`config.mk`:
```
export PLATFORM = sky130hd
export DESIGN_NAME = smf_frontend
export DESIGN_NICKNAME = d
export VERILOG_FILES = /design/src/core/smf_sync.v /design/src/core/smf_frontend.v
export VERILOG_INCLUDE_DIRS = /design/src /design/src/core
export SDC_FILE = /design/constraint.sdc
export NUM_CORES = 1
export LEC_CHECK = 0
export BUFFER_PORTS_ARGS = -buffer_cell sky130_fd_sc_hd__buf_4
export CAP_MARGIN = 20
export CORE_MARGIN = 4
export CORE_UTILIZATION = 45
export DETAILED_ROUTE_END_ITERATION = 8
export PLACE_DENSITY_LB_ADDON = 0.2
export SETUP_SLACK_MARGIN = 0.4
export SLEW_MARGIN = 40
export SYNTH_ARGS = -nofsm -noshare
export SYNTH_HDL_FRONTEND = slang
export SYNTH_SLANG_ARGS = --single-unit
```
`constraint.sdc`:
```
create_clock -name clk -period 2.22 [get_ports clk]
set_input_delay 0.555 -clock clk [delete_from_list [all_inputs] [get_ports clk]]
set_output_delay 0.555 -clock clk [all_outputs]
set_load 0.02 [all_outputs]
```
`src/core/smf_regs.vh`:
```
// register layout, op-codes and timing of the serial status front end
`ifndef SMF_REGS_VH
`define SMF_REGS_VH
`define SMF_BIT_SPARE_NV 7
`define SMF_BIT_SPARE_HI 6
`define SMF_BIT_SPARE_LO 4
`define SMF_BIT_PROT_HI 3
`define SMF_BIT_PROT_LO 2
`define SMF_BIT_LATCH 1
`define SMF_BIT_BUSY 0
`define SMF_STATUS_RESET 8'h00
`define SMF_OP_LATCH_SET 8'h06
`define SMF_OP_LATCH_CLR 8'h04
`define SMF_OP_STAT_READ 8'h05
`define SMF_OP_STAT_WRITE 8'h01
`define SMF_OP_WRITE 8'h02
`define SMF_NV_WRITE_NS 2000
`define SMF_CLK_NS 40
`define SMF_NV_WRITE_CYC 16'd50
`endif

```
`src/core/smf_sync.v`:
```
// three-stage synchroniser with agreement filter
`timescale 1ns/1ps
`default_nettype none
module smf_sync (
  input wire clk,
  input wire rst,
  input wire d,
  output reg q
);
  reg s1;
  reg s2;
  reg s3;
  always @(posedge clk or posedge rst) begin
    if (rst) begin
      s1 <= 1'b0;
      s2 <= 1'b0;
      s3 <= 1'b0;
      q <= 1'b0;
    end else begin
      s1 <= d;
      s2 <= s1;
      s3 <= s2;
      // change counts only once second and third agree
      if (s2 == s3)
        q <= s3;
    end
  end
endmodule
`default_nettype wire

```
`src/core/smf_frontend.v`:
```
// serial memory interface front end with status register
`timescale 1ns/1ps
`default_nettype none
`include "smf_regs.vh"
// Behaviour
// select high: standby, output released, inputs ignored
// select low activates; master lowers before op-code
// input sampled on serial clock rising edge
// output changes on serial clock falling edge
// modes 0 and 3 both supported
// slave only, own select on shared bus
// bit 7 spare nonvolatile, writable, starts 0
// bits 6..4 spare volatile, writable, start 000
// bits 3..2 protect size, writable, readable
// bit 1 enable latch: set/cleared by commands
// latch cleared: power-on, disable, write completion
// bit 0 busy; only status read while busy
// commands in on input; read data out
// enable 06, disable 04, msb first
// status read 05 repeats every eight clocks
// status write 01 plus byte, busy after deselect
// status write leaves bits 1 and 0 alone
// deselect resets bit counter and decoder
module smf_frontend (
  input wire clk,
  input wire rst,
  input wire cs_n,
  input wire sck,
  input wire si,
  output reg so,
  output reg so_oe,
  output reg [7:0] status_flags,
  output reg mem_write_req
);
  localparam ST_OP = 2'd0;
  localparam ST_DATA = 2'd1;
  localparam ST_READ = 2'd2;
  localparam ST_SKIP = 2'd3;
  // select synced active high, so reset reads as deselected
  wire sel_s;
  wire sck_s;
  wire si_s;
  reg sck_d;
  reg sel_d;
  reg [1:0] state;
  reg [2:0] bit_cnt;
  reg [7:0] shreg;
  reg [7:0] wr_data;
  reg wr_pend;
  reg mem_pend;
  reg dis_pend;
  reg [15:0] wip_cnt;
  reg [7:0] out_byte;
  // op-code compare, shared by all five op-code decodes
  function op_is;
    input [7:0] code;
    input [7:0] op;
    begin
      op_is = (code == op);
    end
  endfunction
  // edges seen through the sync delay, four to five clocks
  wire rise = sck_s & ~sck_d;
  wire fall = ~sck_s & sck_d;
  wire selected = sel_s;
  wire cs_rise = ~sel_s & sel_d;
  wire [7:0] next_shreg = {shreg[6:0], si_s};
  wire byte_done = selected & rise & (bit_cnt == 3'd7);
  wire busy = status_flags[`SMF_BIT_BUSY];
  wire latch = status_flags[`SMF_BIT_LATCH];
  wire op_read = op_is(next_shreg, `SMF_OP_STAT_READ);
  wire op_set = op_is(next_shreg, `SMF_OP_LATCH_SET);
  wire op_clr = op_is(next_shreg, `SMF_OP_LATCH_CLR);
  wire op_swr = op_is(next_shreg, `SMF_OP_STAT_WRITE);
  wire op_mwr = op_is(next_shreg, `SMF_OP_WRITE);
  // latch sets at the eighth bit, not at deselect
  wire latch_set = byte_done & (state == ST_OP) & op_set & ~busy;
  // write timer starts only at the select rising edge
  wire start_write = cs_rise & (wr_pend | mem_pend);
  wire wip_done = (wip_cnt == 16'd1);
  // slave only: select, clock and data are all inputs
  smf_sync u_cs (.clk(clk), .rst(rst), .d(~cs_n), .q(sel_s));
  smf_sync u_sck (.clk(clk), .rst(rst), .d(sck), .q(sck_s));
  smf_sync u_si (.clk(clk), .rst(rst), .d(si), .q(si_s));
  // edge history of the synced pins
  always @(posedge clk or posedge rst) begin
    if (rst) begin
      sck_d <= 1'b0;
      sel_d <= 1'b0;
    end else begin
      sck_d <= sck_s;
      sel_d <= sel_s;
    end
  end
  // bit counter restarts with every select
  always @(posedge clk or posedge rst) begin
    if (rst) begin
      bit_cnt <= 3'd0;
      shreg <= 8'h00;
    end else if (!selected) begin
      bit_cnt <= 3'd0;
    end else if (rise) begin
      bit_cnt <= bit_cnt + 3'd1;
      shreg <= next_shreg;
    end
  end
  // command decoder
  always @(posedge clk or posedge rst) begin
    if (rst) begin
      state <= ST_OP;
      out_byte <= 8'h00;
      wr_data <= 8'h00;
      wr_pend <= 1'b0;
      mem_pend <= 1'b0;
      dis_pend <= 1'b0;
    end else if (!selected) begin
      state <= ST_OP;
      if (cs_rise) begin
        wr_pend <= 1'b0;
        mem_pend <= 1'b0;
        dis_pend <= 1'b0;
      end
    end else if (byte_done) begin
      case (state)
        ST_OP: begin
          state <= ST_SKIP;
          if (op_read) begin
            state <= ST_READ;
            out_byte <= status_flags;
          end else if (busy) begin
            // busy: anything but status read is dropped
            state <= ST_SKIP;
          end else if (op_clr) begin
            dis_pend <= 1'b1;
          end else if (op_swr) begin
            state <= ST_DATA;
          end else if (op_mwr) begin
            // no array here: only the busy time is modelled
            mem_pend <= latch;
          end
        end
        ST_DATA: begin
          // write ignored unless latch set
          if (latch) begin
            wr_data <= next_shreg;
            wr_pend <= 1'b1;
          end
          state <= ST_SKIP;
        end
        ST_READ: begin
          // resampled so polling sees the busy bit drop
          out_byte <= status_flags;
        end
        ST_SKIP: begin
          state <= ST_SKIP;
        end
        default: begin
          state <= ST_SKIP;
        end
      endcase
    end
  end
  // internal write timer, runs regardless of select
  always @(posedge clk or posedge rst) begin
    if (rst) begin
      wip_cnt <= 16'd0;
    end else if (start_write) begin
      wip_cnt <= `SMF_NV_WRITE_CYC;
    end else if (wip_cnt != 16'd0) begin
      wip_cnt <= wip_cnt - 16'd1;
    end
  end
  // status register
  always @(posedge clk or posedge rst) begin
    if (rst) begin
      status_flags <= `SMF_STATUS_RESET;
    end else begin
      if (cs_rise && wr_pend) begin
        // bits 1 and 0 keep their value
        status_flags[`SMF_BIT_SPARE_NV:`SMF_BIT_PROT_LO] <=
          wr_data[`SMF_BIT_SPARE_NV:`SMF_BIT_PROT_LO];
      end
      if (wip_done) begin
        status_flags[`SMF_BIT_BUSY] <= 1'b0;
      end
      if (start_write) begin
        status_flags[`SMF_BIT_BUSY] <= 1'b1;
      end
      if (wip_done || (cs_rise && dis_pend)) begin
        status_flags[`SMF_BIT_LATCH] <= 1'b0;
      end
      // a set in the same cycle as a clear wins
      if (latch_set) begin
        status_flags[`SMF_BIT_LATCH] <= 1'b1;
      end
    end
  end
  // array write strobe at deselect
  always @(posedge clk or posedge rst) begin
    if (rst) begin
      mem_write_req <= 1'b0;
    end else begin
      mem_write_req <= cs_rise & mem_pend;
    end
  end
  // serial output: released whenever deselected
  always @(posedge clk or posedge rst) begin
    if (rst) begin
      so <= 1'b0;
      so_oe <= 1'b0;
    end else if (!selected) begin
      // so low while released: no high impedance inside
      so_oe <= 1'b0;
      so <= 1'b0;
    end else if (fall && state == ST_READ) begin
      so_oe <= 1'b1;
      so <= out_byte[3'd7 - bit_cnt];
    end
  end
endmodule
`default_nettype wire

```
==> out/metrics.csv <==
stage,metric,value,unit
power,"Power, Total",0.004922,W
route,Starting DRT DRC Count,208,
cts,cts bufs inserted,9,
sta,fmax,487.6,MHz
cells_and_area,area added between synthesis and finish,33.44,%
sta,actual slew at the worst max-slew pin,0.7049,ns
global_route,All-Layer GR Usage,16.49,%
setup_path,WP data required,2.48,ns
synthesis,Gate Count Post-Synth,241,
cts,Root Driver,clkbuf_8,
placed_design,Port Buffers,15,
cts,CTS tree,done,
synthesis,#FFs+latches synth,70,
cts,# hold bufs at CTS,0,
synthesis,asr flop ratio synth,100.0,%
route,DRT Wirelength,6425,µm
sta,Worst Clk Skew,0.006457,ns
setup_path,max incr delay on CP,0.64,ns
global_route,initial antenna violation count,0,
global_route,"Remaining Overflow, GRT",0,
setup_path,largest fanout on the critical path,4,
synthesis,Synth area leaders,"dfrtp_1 58%, mux2_2 10%, or4_1 2.2%, nand2_1 1.9%, nor2_1 1.7%",
sta,fin crit period,2.051,ns
global_route,largest net degree at the start of global routing,71,
worst_hold_path,Min-Delay Path Class,input pin to async pin,
cells_and_area,layout net count,315,
synthesis,register area share after synthesis,58.16,%
cts,H-tree Lvls,3,
cells_and_area,"commonest non-fill, non-tap cell in the layout",dfrtp_1,
synthesis,mapped cell area,0.003012,mm²
floorplan,# rows,29,
placed_design,post-DP HPWL,3791,µm
power,internal power,0.003308,W
power,sw power,0.001614,W
cells_and_area,n_diodes,0,
power,Leakage,1.939,nW
cells_and_area,most frequent cells in the layout,"70 x dfrtp_1, 55 x buf_4, 14 x nand2_1, 14 x mux2_4",
synthesis,"Distinct cells, synth",44,
floorplan,initial core utilization,46.89,%
synthesis,Mean Syn Cell Area,12.50,µm²
cts,TritonCTS Sinks,70,
run,max-cap violations,0,
route,WL/cell,16.56,µm
setup_path,Crit Path Class,flip-flop to flip-flop,
route,drt pass-1 iters,4,
sta,"Period Utilization, post-route",92.38,%
power,share of power burned in registers,31.7,%
setup_path,slowest CP cell,or4_2,
synthesis,"area leader, netlist",dfrtp_1,
route,Post-DRT Antenna Nets,0,
synthesis,Syn. warnings,0,
setup_path,CP bufs+invs,1,
floorplan,Chip Width,89.81,µm
cells_and_area,ratio of cells with drive above 1 in the final layout,45.98,%
placed_design,Placed Cells,341,
setup_path,crit end category,flip-flop,
route,DRC viols,0,
synthesis,number of flops mapped to enable cells by yosys,0,
cells_and_area,Finished Layout Cells,388,
power,Sw Ratio,32.79,%
setup_path,flop-to-flop setup slack,0.17,ns
power,Clk network pwr share,23.1,%
status,status,completed,
synthesis,Main synth FF type,dfrtp_1,
route,DR vias/cell,5.559,
power,combinational power share,45.2,%
sta,# setup viols final,0,
global_route,first-pass GRT wire length,10720,µm
floorplan,full die area,0.008065,mm²
setup_path,cell family with most CP delay,simple AND/OR/NAND/NOR gates,
power,Peak VDD IR,0.0006149,V
power,PwrDens,1225,mW/mm²
global_route,vias in the first global route,2175,
setup_path,crit-path cells,buf_4 > nor4_1 > nand2_1 > or4_2 > a21oi_1,
cts,clk_lat worst skew,0.34,ns
floorplan,area of the core,0.006422,mm²
placed_design,gpl congestion,0.8031,
synthesis,syn nets,250,
synthesis,area share of the largest cell type after synthesis,58.16,%
sta,final slew viol count,0,
sta,max_slew headroom,52.69,%
floorplan,Die Ht,89.81,µm
cts,"CTS clk-pin slew, worst paths",0.07,ns
floorplan,I/O Pins,16,
sta,setup TNS,0,ns
cts,clk buf depth,2,
route,vias,2157,
cells_and_area,"Core Util, Final",62.58,%
sta,"Hold Violations, Final",0,
setup_path,Worst Path Arrival,2.31,ns
sta,unrepaired setup endpoints after global routing,true,
setup_path,CP Launch Type,flip-flop,
[metrics by stage]
step                      instance area [µm²]  worst slack (ns)  hold WS (ns)
final                                    4019            0.1692        0.3073
after global routing                     4019            0.1091        0.3026
after CTS                                3904            0.2054        0.3043
after detailed placement                 3390           0.08297        0.3358
after global placement                   3390            0.1393        0.3338
after floorplan                          3098            0.1968        0.3312
[worst paths after layout]
check	from	depth (start not counted)	to
max	wip_cnt[0]	5	wip_cnt[9]
min	rst	3	wip_cnt[6]
max reg2reg	wip_cnt[0]	5	wip_cnt[9]
min reg2reg	u_cs.s1	0	u_cs.s2
max in group asynchronous	rst	3	mem_pend
min in group clk	sck	1	u_sck.s1
[area by class of cell]
type	count	area [µm²]
clock buffer	10	137.6
clock inverter	6	85.08
fill	478	2404
inverter	6	28.78
multi-input combinational	160	1453
sequential	70	1752
tap	77	96.34
timing repair buffer	59	466.7
[flip-flops by register name, summed over array words and instances, names as in the netlist, 2 cells and up]
signal / flops
status_flags: 8
wr_data: 6
bit_cnt: 3
state: 2
out_byte: 8
shreg: 7
wip_cnt: 16
[power groups by stage]
stage	clock, W	sequential, W	combinational, W
6_report	0.00114	0.00156	0.00222
5_1_grt	0.00122	0.00158	0.00241
4_1_cts	0.00116	0.00156	0.00180
3_5_place_dp	0	0.00160	0.00150
3_3_place_gp	0	0.00160	0.00146
2_1_floorplan	0	0.00157	0.00125
[cell usage after synthesis (3+ instances only)]
| cell | n |
|---|---|
| a21oi_1 | 8 |
| a31o_2 | 3 |
| clkbuf_1 | 4 |
| dfrtp_1 | 70 |
| ha_1 | 4 |
| inv_1 | 6 |
| maj3_1 | 3 |
| mux2_2 | 27 |
| mux2i_1 | 5 |
| nand2_1 | 15 |
| nand2b_1 | 3 |
| nand3_1 | 4 |
| nand3b_1 | 4 |
| nor2_1 | 14 |
| nor2b_1 | 3 |
| nor3_1 | 5 |
| nor4_1 | 7 |
| o21a_1 | 4 |
| o21ai_0 | 3 |
| o21ai_1 | 3 |
| o31ai_1 | 3 |
| or4_1 | 9 |
| xnor2_1 | 3 |
[kinds of logic (layout without fill, tap and decap cells)]
family	count (synthesis)	count (layout)	share of synthesized area [%]
xor+xnor	3	3	0.8726
flops	70	70	58.16
compound gates	34	34	7.519
buf+inv	12	81	1.579
simple gates	81	82	15.95
mux	34	34	13.25
fa+ha+maj	7	7	2.659
[worst register-to-register path: stages (launching register included)]
cell,delay [ns]
dfrtp_1,0.42
buf_4,0.16
nor4_1,0.42
nand2_1,0.21
or4_2,0.64
a21oi_1,0.14
[metal layers]
| layer | vias to the layer above | global-route usage, % | share of wire (%) |
|---|---|---|---|
| li1 | 1022 | - | - |
| met1 | 1091 | 23.59 | 48 |
| met2 | 40 | 24.25 | 47 |
| met3 | 4 | 3.923 | 4.4 |
| met4 | 0 | 6.641 | 0.82 |
| met5 | - | 0 | 0 |
[what timing repair did]
item | 4_1_cts | 5_1_grt
cloned | 0 | 1
pin swaps | 12 | 10
setup buffers | 23 | 7
setup endpoints to repair | 29 | 32
gates resized for setup | 27 | 15
No activity file was read; power rests on OpenSTA's default activity.
